[src/hdl/igb_consts.svh]
// Constants for the indexed GPIO bank: ports, keys, register indices, reset values
`ifndef IGB_CONSTS_SVH
`define IGB_CONSTS_SVH
`define IGB_PORT_INDEX 1'b0
`define IGB_PORT_DATA 1'b1
`define IGB_KEY_UNLOCK 8'h87
`define IGB_KEY_EXIT 8'hAA
`define IGB_IDX_LDEV_SEL 8'h07
`define IGB_IDX_PIN_FUNC 8'h2A
`define IGB_IDX_ACTIVATE 8'h30
`define IGB_IDX_PIN_DIR 8'hF0
`define IGB_IDX_PIN_DATA 8'hF1
`define IGB_LDEV_IO_UNIT 8'h07
`define IGB_RST_PIN_DIR 8'hFF
`define IGB_RST_PIN_DATA 8'h00
`define IGB_RST_BYTE 8'h00
`define IGB_ACT_BIT 0
`define IGB_FUNC_ALL 8'hFF
`endif

[src/hdl/igb_pkg.sv]
// Types for the indexed GPIO bank
package igb_pkg;
    typedef enum logic [2:0] {
        IGB_LOCKED = 3'h1,
        IGB_HALF = 3'h2,
        IGB_OPEN = 3'h4
    } igb_cfg_e;
    typedef struct packed {
        logic wr;
        logic rd;
        logic port;
        logic [7:0] wdata;
    } igb_req_s;
endpackage : igb_pkg

[src/hdl/igb_gpio_bank.sv]
// Indexed GPIO bank: configuration unlock, index/data registers and eight pins
`timescale 1ns/1ns
`include "igb_consts.svh"

// Overview of operation
// - A direction bit of one makes its pin an input and a zero makes it an output.
// - The direction register resets to all ones so every pin starts as an input.
// - The data register resets to all zeros.
// - An output pin's data bit is writable, drives the pin once the bank is routed and activated, and reads back the written value.
// - An input pin's data bit reads the pin level and ignores writes.
module igb_gpio_bank (
    input wire logic SYS_CLK,
    input wire logic RST_N,
    input wire igb_pkg::igb_req_s REQ,
    output logic [7:0] RDATA,
    output logic RVALID,
    input wire logic [7:0] PIN_IN,
    output logic [7:0] PIN_OUT,
    output logic [7:0] PIN_OE
);
    logic rst_s1_r;
    logic rst_n_r;
    always_ff @(posedge SYS_CLK or negedge RST_N) begin
        if (!RST_N) begin
            rst_s1_r <= 1'b0;
            rst_n_r <= 1'b0;
        end else begin
            rst_s1_r <= 1'b1;
            rst_n_r <= rst_s1_r;
        end
    end

    igb_pkg::igb_cfg_e cfg_r;
    igb_pkg::igb_cfg_e cfg_nxt;
    logic [7:0] index_r;
    logic [7:0] ldev_r;
    logic [7:0] func_r;
    logic [7:0] act_r;
    logic [7:0] dir_r;
    logic [7:0] data_r;
    logic [7:0] rdata_r;
    logic rvalid_r;
    logic [7:0] pin_out_r;
    logic [7:0] pin_oe_r;

    wire idx_wr = REQ.wr && (REQ.port == `IGB_PORT_INDEX);
    wire dat_wr = REQ.wr && (REQ.port == `IGB_PORT_DATA) && (cfg_r == igb_pkg::IGB_OPEN);
    wire dat_rd = REQ.rd && (REQ.port == `IGB_PORT_DATA) && (cfg_r == igb_pkg::IGB_OPEN);
    wire unit_sel = (ldev_r == `IGB_LDEV_IO_UNIT);
    wire unit_wr = dat_wr && unit_sel;
    wire bank_on = act_r[`IGB_ACT_BIT] && (func_r == `IGB_FUNC_ALL);
    // Input bits show the pin, output bits show the latch
    wire [7:0] data_view = (dir_r & PIN_IN) | (~dir_r & data_r);

    // Index decode shared by the write enables, the read mux and the checks
    function automatic logic index_hit(input logic [7:0] idx, input logic [7:0] code);
        return idx == code;
    endfunction : index_hit

    wire sel_ldev = index_hit(index_r, `IGB_IDX_LDEV_SEL);
    wire sel_func = index_hit(index_r, `IGB_IDX_PIN_FUNC);
    wire sel_act = index_hit(index_r, `IGB_IDX_ACTIVATE);
    wire sel_dir = index_hit(index_r, `IGB_IDX_PIN_DIR);
    wire sel_data = index_hit(index_r, `IGB_IDX_PIN_DATA);
    wire key_unlock = idx_wr && index_hit(REQ.wdata, `IGB_KEY_UNLOCK);
    wire key_exit = idx_wr && index_hit(REQ.wdata, `IGB_KEY_EXIT);

    // Unlock needs two keys back to back on the index port
    always_comb begin
        cfg_nxt = cfg_r;
        case (cfg_r)
            igb_pkg::IGB_LOCKED: if (idx_wr && REQ.wdata == `IGB_KEY_UNLOCK) cfg_nxt = igb_pkg::IGB_HALF;
            igb_pkg::IGB_HALF: if (idx_wr) begin
                cfg_nxt = (REQ.wdata == `IGB_KEY_UNLOCK) ? igb_pkg::IGB_OPEN : igb_pkg::IGB_LOCKED;
            end
            igb_pkg::IGB_OPEN: if (idx_wr && REQ.wdata == `IGB_KEY_EXIT) cfg_nxt = igb_pkg::IGB_LOCKED;
            default: cfg_nxt = igb_pkg::IGB_LOCKED;
        endcase
    end

    wire [7:0] rd_mux =
        sel_ldev ? ldev_r :
        !unit_sel ? `IGB_RST_BYTE :
        sel_func ? func_r :
        sel_act ? act_r :
        sel_dir ? dir_r :
        sel_data ? data_view : `IGB_RST_BYTE;

    always_ff @(posedge SYS_CLK or negedge rst_n_r) begin
        if (!rst_n_r) begin
            cfg_r <= igb_pkg::IGB_LOCKED;
            index_r <= `IGB_RST_BYTE;
            ldev_r <= `IGB_RST_BYTE;
            func_r <= `IGB_RST_BYTE;
            act_r <= `IGB_RST_BYTE;
        end else begin
            cfg_r <= cfg_nxt;
            if (idx_wr && cfg_r == igb_pkg::IGB_OPEN) index_r <= REQ.wdata;
            if (dat_wr && sel_ldev) ldev_r <= REQ.wdata;
            if (unit_wr && sel_func) func_r <= REQ.wdata;
            if (unit_wr && sel_act) act_r <= REQ.wdata;
        end
    end

    always_ff @(posedge SYS_CLK or negedge rst_n_r) begin
        if (!rst_n_r) begin
            dir_r <= `IGB_RST_PIN_DIR;
            data_r <= `IGB_RST_PIN_DATA;
        end else begin
            if (unit_wr && sel_dir) dir_r <= REQ.wdata;
            // Input bits keep their latch so a later turn to output is glitch free
            if (unit_wr && sel_data) begin
                data_r <= (REQ.wdata & ~dir_r) | (data_r & dir_r);
            end
        end
    end

    // Read answer: one-cycle valid, data held until the next accepted read
    always_ff @(posedge SYS_CLK or negedge rst_n_r) begin
        if (!rst_n_r) begin
            rdata_r <= `IGB_RST_BYTE;
            rvalid_r <= 1'b0;
        end else begin
            rvalid_r <= dat_rd;
            if (dat_rd) rdata_r <= rd_mux;
        end
    end

    always_ff @(posedge SYS_CLK or negedge rst_n_r) begin
        if (!rst_n_r) begin
            pin_out_r <= `IGB_RST_PIN_DATA;
            pin_oe_r <= `IGB_RST_BYTE;
        end else begin
            pin_out_r <= data_r;
            // Pins stay undriven until the bank is routed and activated
            pin_oe_r <= bank_on ? ~dir_r : `IGB_RST_BYTE;
        end
    end

    assign RDATA = rdata_r;
    assign RVALID = rvalid_r;
    assign PIN_OUT = pin_out_r;
    assign PIN_OE = pin_oe_r;

    dir_reset_a: assert property (@(posedge SYS_CLK)
        $rose(rst_n_r) |-> dir_r == `IGB_RST_PIN_DIR)
        else $error("direction not all ones after reset");
    data_reset_a: assert property (@(posedge SYS_CLK)
        $rose(rst_n_r) |-> data_r == `IGB_RST_PIN_DATA)
        else $error("data not zero after reset");
    oe_follows_dir_a: assert property (@(posedge SYS_CLK) disable iff (!rst_n_r)
        bank_on && $stable(dir_r) |=> PIN_OE == ~$past(dir_r))
        else $error("output enable disagrees with direction");
    out_drive_a: assert property (@(posedge SYS_CLK) disable iff (!rst_n_r)
        unit_wr && index_r == `IGB_IDX_PIN_DATA |=> ##1 (PIN_OUT & ~$past(dir_r, 2))
            == ($past(REQ.wdata, 2) & ~$past(dir_r, 2)))
        else $error("output bit not driven with written value");
    input_hold_a: assert property (@(posedge SYS_CLK) disable iff (!rst_n_r)
        unit_wr && index_r == `IGB_IDX_PIN_DATA |=> (data_r & $past(dir_r))
            == ($past(data_r) & $past(dir_r)))
        else $error("write changed an input bit");
    input_read_a: assert property (@(posedge SYS_CLK) disable iff (!rst_n_r)
        dat_rd && unit_sel && index_r == `IGB_IDX_PIN_DATA |=> (RDATA & $past(dir_r))
            == ($past(PIN_IN) & $past(dir_r)))
        else $error("input bit did not read pin level");
    func_gate_a: assert property (@(posedge SYS_CLK) disable iff (!rst_n_r)
        func_r != `IGB_FUNC_ALL |=> PIN_OE == `IGB_RST_BYTE)
        else $error("pins driven without function routing");
    locked_ignore_a: assert property (@(posedge SYS_CLK) disable iff (!rst_n_r)
        cfg_r != igb_pkg::IGB_OPEN && REQ.port == `IGB_PORT_DATA |=> $stable(dir_r) && !RVALID)
        else $error("data port acted while locked");
    rvalid_answer_a: assert property (@(posedge SYS_CLK) disable iff (!rst_n_r)
        dat_rd |=> RVALID)
        else $error("accepted read not answered");
    rvalid_refuse_a: assert property (@(posedge SYS_CLK) disable iff (!rst_n_r)
        !dat_rd |=> !RVALID)
        else $error("read valid without accepted read");
    rdata_hold_a: assert property (@(posedge SYS_CLK) disable iff (!rst_n_r)
        !dat_rd |=> $stable(RDATA))
        else $error("read data moved without a read");
    key_first_a: assert property (@(posedge SYS_CLK) disable iff (!rst_n_r)
        cfg_r == igb_pkg::IGB_LOCKED |=> cfg_r != igb_pkg::IGB_OPEN)
        else $error("opened on a single key");
    key_second_a: assert property (@(posedge SYS_CLK) disable iff (!rst_n_r)
        cfg_r == igb_pkg::IGB_HALF && key_unlock |=> cfg_r == igb_pkg::IGB_OPEN)
        else $error("second key did not open");
    key_wrong_a: assert property (@(posedge SYS_CLK) disable iff (!rst_n_r)
        cfg_r == igb_pkg::IGB_HALF && idx_wr && !key_unlock |=> cfg_r == igb_pkg::IGB_LOCKED)
        else $error("broken key sequence did not relock");
    key_exit_a: assert property (@(posedge SYS_CLK) disable iff (!rst_n_r)
        cfg_r == igb_pkg::IGB_OPEN && key_exit |=> cfg_r == igb_pkg::IGB_LOCKED)
        else $error("exit key did not lock");
    index_locked_a: assert property (@(posedge SYS_CLK) disable iff (!rst_n_r)
        cfg_r != igb_pkg::IGB_OPEN |=> $stable(index_r))
        else $error("index moved while locked");
    dir_write_a: assert property (@(posedge SYS_CLK) disable iff (!rst_n_r)
        unit_wr && sel_dir |=> dir_r == $past(REQ.wdata))
        else $error("direction write not taken");
    dir_read_a: assert property (@(posedge SYS_CLK) disable iff (!rst_n_r)
        dat_rd && unit_sel && sel_dir |=> RDATA == $past(dir_r))
        else $error("direction read wrong");
    input_undriven_a: assert property (@(posedge SYS_CLK) disable iff (!rst_n_r)
        bank_on |=> (PIN_OE & $past(dir_r)) == `IGB_RST_BYTE)
        else $error("input pin driven");
    out_read_a: assert property (@(posedge SYS_CLK) disable iff (!rst_n_r)
        dat_rd && unit_sel && sel_data |=> (RDATA & ~$past(dir_r)) == ($past(data_r) & ~$past(dir_r)))
        else $error("output bit did not read back latch");
    out_latch_a: assert property (@(posedge SYS_CLK) disable iff (!rst_n_r)
        bank_on |=> PIN_OUT == $past(data_r))
        else $error("pin output lost the latch value");
    act_gate_a: assert property (@(posedge SYS_CLK) disable iff (!rst_n_r)
        !act_r[`IGB_ACT_BIT] |=> PIN_OE == `IGB_RST_BYTE)
        else $error("pins driven while not activated");
    ldev_read_a: assert property (@(posedge SYS_CLK) disable iff (!rst_n_r)
        dat_rd && sel_ldev |=> RDATA == $past(ldev_r))
        else $error("device select read wrong");
    unit_gate_a: assert property (@(posedge SYS_CLK) disable iff (!rst_n_r)
        dat_wr && !unit_sel |=> $stable(dir_r) && $stable(data_r) && $stable(func_r))
        else $error("register written with another device selected");
    foreign_read_a: assert property (@(posedge SYS_CLK) disable iff (!rst_n_r)
        dat_rd && !unit_sel && !sel_ldev |=> RDATA == `IGB_RST_BYTE)
        else $error("register read with another device selected");
    func_read_a: assert property (@(posedge SYS_CLK) disable iff (!rst_n_r)
        dat_rd && unit_sel && sel_func |=> RDATA == $past(func_r))
        else $error("pin function read wrong");
    act_read_a: assert property (@(posedge SYS_CLK) disable iff (!rst_n_r)
        dat_rd && unit_sel && sel_act |=> RDATA == $past(act_r))
        else $error("activate read wrong");
endmodule : igb_gpio_bank

[config.mk]
export PLATFORM = sky130hd
export DESIGN_NAME = igb_gpio_bank
export DESIGN_NICKNAME = d
export VERILOG_FILES = /design/src/hdl/igb_pkg.sv /design/src/hdl/igb_gpio_bank.sv
export VERILOG_INCLUDE_DIRS = /design/src /design/src/hdl
export SDC_FILE = /design/constraint.sdc
export NUM_CORES = 1
export LEC_CHECK = 0
export ABC_AREA = 0
export BUFFER_PORTS_ARGS = -buffer_cell sky130_fd_sc_hd__buf_2
export CAP_MARGIN = 10
export CORE_MARGIN = 2
export CORE_UTILIZATION = 45
export DETAILED_ROUTE_END_ITERATION = 16
export PLACE_DENSITY = 0.71
export RECOVER_POWER = 50
export SLEW_MARGIN = 30
export SYNTH_ARGS = -nofsm -noshare
export SYNTH_HDL_FRONTEND = slang
export SYNTH_SLANG_ARGS = --single-unit
export TNS_END_PERCENT = 1
[constraint.sdc]
create_clock -name SYS_CLK -period 6.5 [get_ports SYS_CLK]
set_input_delay 0 -clock SYS_CLK [delete_from_list [all_inputs] [get_ports SYS_CLK]]
set_output_delay 0 -clock SYS_CLK [all_outputs]
set_load 0.01 [all_outputs]
Yosys cells after proc, flatten, opt, wreduce, memory -nomap -nowiden:

Index checks and enable logic that the tools add are counted.

* output and inout bits: 25
* logic and storage cells: 64
* flip-flop bits (word level): 78

* bitwise gates (word level): 8
* reduce and logical (&&, ||, !) cells: 16
* equality and inequality tests: 15
* muxes and demuxes: 12

Operators with widths (count)
* $mux W8: 7
* $eq A8 B8 Y1 const B: 5
* $and A8 B8 Y8: 4
* $eq A8 B3 Y1 const B: 2
* $eq A8 B6 Y1 const B: 2
* $or A8 B8 Y8: 2
* $logic_and A1 B1 Y1: 15
* $mux W3: 4
* $pmux W3 S3: 1
* $not A8 Y8: 1
* $ne A2 B2 Y1 const B: 3
* $eq A3 B1 Y1 const B: 1
* $eq A3 B2 Y1 const B: 1
* $eq A3 B3 Y1 const B: 1
* $reduce_and A3 Y1: 1
* $not A1 Y1: 1

Logic depth before layout (Yosys ltp):

* depth in word-level cells: 9
* mapped depth: 6
* depth with buffers taken out: 5

Worst setup path after synthesis:

Ideal clock, no wire load.

* path type: register -> register
* from: register ldev_r[5]
* to: register func_r[0]
* arrival time: 2172 ps
* library setup time: 125 ps
* clock period less this slack: 2297 ps
* stages on the path, launching flop included: 6
* path slack: 4203 ps
* cell sequence: dfrtp_1 or4_1 or4_1 buf_2 nor2_2 mux2_2

* cells in the longest elaborated chain, start to end: 3

Ends and longest elaborated chain
* from (decl): line igb_gpio_bank.sv:36 `logic [7:0] ldev_r;`
* from (signal assigned): line igb_gpio_bank.sv:93 `` ldev_r <= `IGB_RST_BYTE; ``
* from (signal assigned): line igb_gpio_bank.sv:99 `if (dat_wr && sel_ldev) ldev_r <= REQ.wdata;`
* $eq A8 B3 Y1 (no line)
* $logic_and A1 B1 Y1: line igb_gpio_bank.sv:50 `wire unit_wr = dat_wr && unit_sel;`
* $logic_and A1 B1 Y1: line igb_gpio_bank.sv:100 `if (unit_wr && sel_func) func_r <= REQ.wdata;`
* to (signal assigned): line igb_gpio_bank.sv:94 `` func_r <= `IGB_RST_BYTE; ``
* to (signal assigned): line igb_gpio_bank.sv:100
* to (decl): line igb_gpio_bank.sv:37 `logic [7:0] func_r;`

No other way between the ends.
A chain may end at the register's enable or synchronous reset.

Worst setup path after layout:

* from: register ldev_r[5]
* to: register dir_r[1]

* cells in the longest elaborated chain, start to end: 3

Ends and longest elaborated chain
* $eq A8 B3 Y1 (no line)
* $logic_and A1 B1 Y1: line igb_gpio_bank.sv:50
* $logic_and A1 B1 Y1: line igb_gpio_bank.sv:110 `if (unit_wr && sel_dir) dir_r <= REQ.wdata;`
* to (signal assigned): line igb_gpio_bank.sv:107 `` dir_r <= `IGB_RST_PIN_DIR; ``
* to (signal assigned): line igb_gpio_bank.sv:110
* to (decl): line igb_gpio_bank.sv:39 `logic [7:0] dir_r;`

No other way between the ends.

==> results.env <==
WHS_PATH_DEPTH=3
SYNTH_NETS=282
CLKSLEWWORSTSETUPHOLDPATHS_PS=80
CRITICAL_PATH.STARTPOINT_TYPE='register'
WIRELENGTH_UM=7840
DIE_H_UM=90.3
CP_MAX_FO=10
REQUIRED_PS=6780
TIMING.CLOCK.SKEW_PS=12.8
IO_PINS=46
VIAS=2405
LAYOUT.CELLS.MOST_COMMON_LIST='68 x sky130_fd_sc_hd__dfrtp_1, 46 x sky130_fd_sc_hd__mux2_2, 25 x sky130_fd_sc_hd__clkbuf_1, 20 x sky130_fd_sc_hd__nor2_1, 20 x sky130_fd_sc_hd__buf_2'
NUMCTSBUFFERS=9
ROWS=31
NUMBER_OF_ENABLE_FLIP_FLOP_CELLS_AFTER_SYNTHESIS=0
MIN_PERIOD_OVER_PERIOD_PCT=40.8
FINAL_LAYOUT_SIZE_SUFFIX_GT1_SHARE_PCT=31.0
IO_BUFFERS=45
SETUP_REPAIR_AFTER_GLOBAL_ROUTING_MISSED_ITS_MARGIN='false'
FINALWEIGHTEDCONGESTION=0.819
FINALMAXSLEWVIOLATIONS=0
CRITPATHKIND='reg -> reg'
DIE_AREA_SQ_MM=0.00815
SYNTH.YOSYS.SEQ_AREA_SHARE_PCT=58.6
FLOORPLAN.INITIALDENSITY_PCT=46.4
N_FILL_CELL=650
MOSTFREQUENTLAYOUTCELL='sky130_fd_sc_hd__dfrtp_1'
SYNTH.LARGEST_AREA_CELL='sky130_fd_sc_hd__dfrtp_1'
DETAIL_ROUTE.ITER0.VIOLATIONS=181
SETUP_VIOL_COUNT_FINAL=0
TIMING.MAX_SLEW.REL_SLACK_PCT=54.8
IRDROPWORSTVDD_V=0.000136
AREA_DELTA_SYNTH_FINAL_PCT=16.5
YS.WARNINGS.COUNT=0
NUMBER_OF_CELLS_UPSIZED_OR_DOWNSIZED_AFTER_CTS=0
GRT_MAX_DEGREE=77
NUMBER_OF_DIODES_ADDED_FOR_ANTENNA_FIXING=0
CTS_TREE='yes'
SYNTH-SEQ-CELLS=78
SYNTH_TOP_CELL_AREA_SHARE_PCT=51.5
DETAILED_PLACE_HPWL_UM=5270
DETAILEDROUTE.FIRSTPASSITERATIONCOUNT=4
CTS.SINKS=78
DIE_SPAN_X_UM=90.3
GR-USAGE-ALL-LAYERS_PCT=20.0
DPL_CELL_AREA_SQ_MM=0.00367
FINAL_CRITICAL_PATH_REQUIRED_PERIOD_PS=2650
NNETSFINAL=332
FINAL_ANTENNA_NET_COUNT=0
WORST-SLEW-PIN-TRANSITION_PS=678
CTS_HTREE_LEVELS=3
LEAKAGE_nW=1.82
VIAS_PER_CELL=5.80
TIMING.RR.END='dir_r[1]'
TIMING.HOLD.WS_PS=7.55
TIMING.HOLD.WORST.CLASS='in -> reg'
FINALSETUPTNS_PS=0
POSTSYNTH.ASYNCRESETSHARE_PCT=100
WIRE_PER_INST_UM=18.9
STATUS='completed'
CTS.PATH.MAX_BUFFERS=2
GRT_ANTENNA_BEFORE_REPAIR=0
WORSTREG2REGSTART='ldev_r[5]'
MAX_CAP_VIOL_COUNT=0
SYNTHESIS.INSTANCES=261
DRC_ERRORS=0
WORST_SKEW_PAIR.LATE_LATENCY_PS=360
POWER-PER-CELL-AREA_mW_PER_MM2=262
SYNTH.AVG_CELL_AREA_SQ_UM=12.8
TOTAL_POWER_W=0.00102
MAPPEDNETLISTAREA_SQ_MM=0.00335
GRT.OVERFLOW.TOTAL=0
HOLD_VIOL=0
MAX_FREQ_MHz=377
PLACEABLECOREAREA_SQ_MM=0.00721
FIRST_GLOBAL_VIAS=2401
SYNTH-MAIN-FF-CELL='sky130_fd_sc_hd__dfrtp_1'
CLOCK_TREE_ROOT_BUFFER_CELL='sky130_fd_sc_hd__clkbuf_8'
REG2REG_SETUP_SLACK_PS=3850
YOSYSUNIQUECELLTYPES=39
R2R.WORST_PATH.CELLS=4
HOLD_START='REQ[8]'
GRT_PASS1_WL_UM=12600
HOLD_PATH_END='cfg_r[1]'
CP-END-KIND='register'
FINAL_DESIGN_AREA_NO_FILL_SQ_MM=0.00390
POST_SYNTH_MAIN_AREA_CONTRIBUTORS='sky130_fd_sc_hd__dfrtp_1 52%, sky130_fd_sc_hd__mux2_2 15%, sky130_fd_sc_hd__dfstp_2 7.1%'
CRIT_ARRIVAL_PS=2940
[cells by family (layout without fill, tap and decap cells)]
logic type	after synthesis	after routing	synth area share [%]
AO/OA/AOI/OAI	39	39	8.22
buffers and inverters	15	70	1.72
flip-flops	78	78	58.6
multiplexers	48	48	16.1
other	1	1	0.112
AND/OR/NAND/NOR	80	80	15.2
[cell type report]
class | count | area (sq um) | area share [%]
Sequential cell | 78 | 1960 | 50.3
Multi-Input combinational cell | 168 | 1340 | 34.2
Timing Repair Buffer | 48 | 225 | 5.77
Clock buffer | 10 | 138 | 3.53
Tap cell | 99 | 124 | 3.17
Clock inverter | 6 | 93.8 | 2.40
Inverter | 6 | 22.5 | 0.577
[what timing repair did]
item | in CTS | in global routing
buffers inserted | 0 | 0
hold buffers | 2 | 0
endpoints found under the hold margin | 2 | 0
setup endpoints to repair | 0 | 0
[Yosys cell counts (6+ instances only)]
master,instances
sky130_fd_sc_hd__a311oi_1,8
sky130_fd_sc_hd__a21oi_1,10
sky130_fd_sc_hd__and3b_1,9
sky130_fd_sc_hd__mux2_2,46
sky130_fd_sc_hd__inv_1,6
sky130_fd_sc_hd__dfrtp_1,69
sky130_fd_sc_hd__nor4_1,16
sky130_fd_sc_hd__a22oi_1,8
sky130_fd_sc_hd__clkbuf_1,6
sky130_fd_sc_hd__o31ai_1,8
sky130_fd_sc_hd__dfstp_2,9
sky130_fd_sc_hd__nor2_1,20
[critical path: stages (launching register included)]
cell and delay, ps:
sky130_fd_sc_hd__dfrtp_1 410, sky130_fd_sc_hd__or4_1 550, sky130_fd_sc_hd__or4_1 750, sky130_fd_sc_hd__nor3_4 490, sky130_fd_sc_hd__mux2_2 390
[where the power goes]
| group | switching [W] | total [W] | internal, W |
|---|---|---|---|
| combinational | 0.0000489 | 0.0000792 | 0.0000303 |
| sequential | 0.0000284 | 0.000530 | 0.000502 |
| clock | 0.000186 | 0.000415 | 0.000229 |
| total | 0.000263 | 0.00102 | 0.000761 |
[routing by layer]
| metal | track usage (%) | wire length (um) |
|---|---|---|
| met4 | 8.59 | 172 |
| met1 | 27.1 | 3490 |
| met3 | 3.92 | 332 |
| met2 | 31.5 | 3840 |
| met5 | 0 | 0 |
[worst max-delay path by stage]
stage | cells past startpoint | from | to
floorplan | 0 | rst_n_r | PIN_OE[0]
global placement | 4 | ldev_r[5] | func_r[3]
detailed placement | 4 | ldev_r[5] | func_r[1]
CTS | 4 | ldev_r[5] | func_r[1]
global route | 4 | ldev_r[5] | func_r[1]
finish | 4 | ldev_r[5] | dir_r[1]
[per-stage QoR]
stage | setup WS [ps] | std cells | utilization [%]
global placement | 3920 | 397 | 50.9
CTS | 3860 | 415 | 54.4
floorplan | 4180 | 261 | -
finish | 3850 | 415 | 54.1
detailed placement | 3870 | 397 | 50.9
global route | 3750 | 415 | 54.1
No activity file was read; power rests on OpenSTA's default activity.
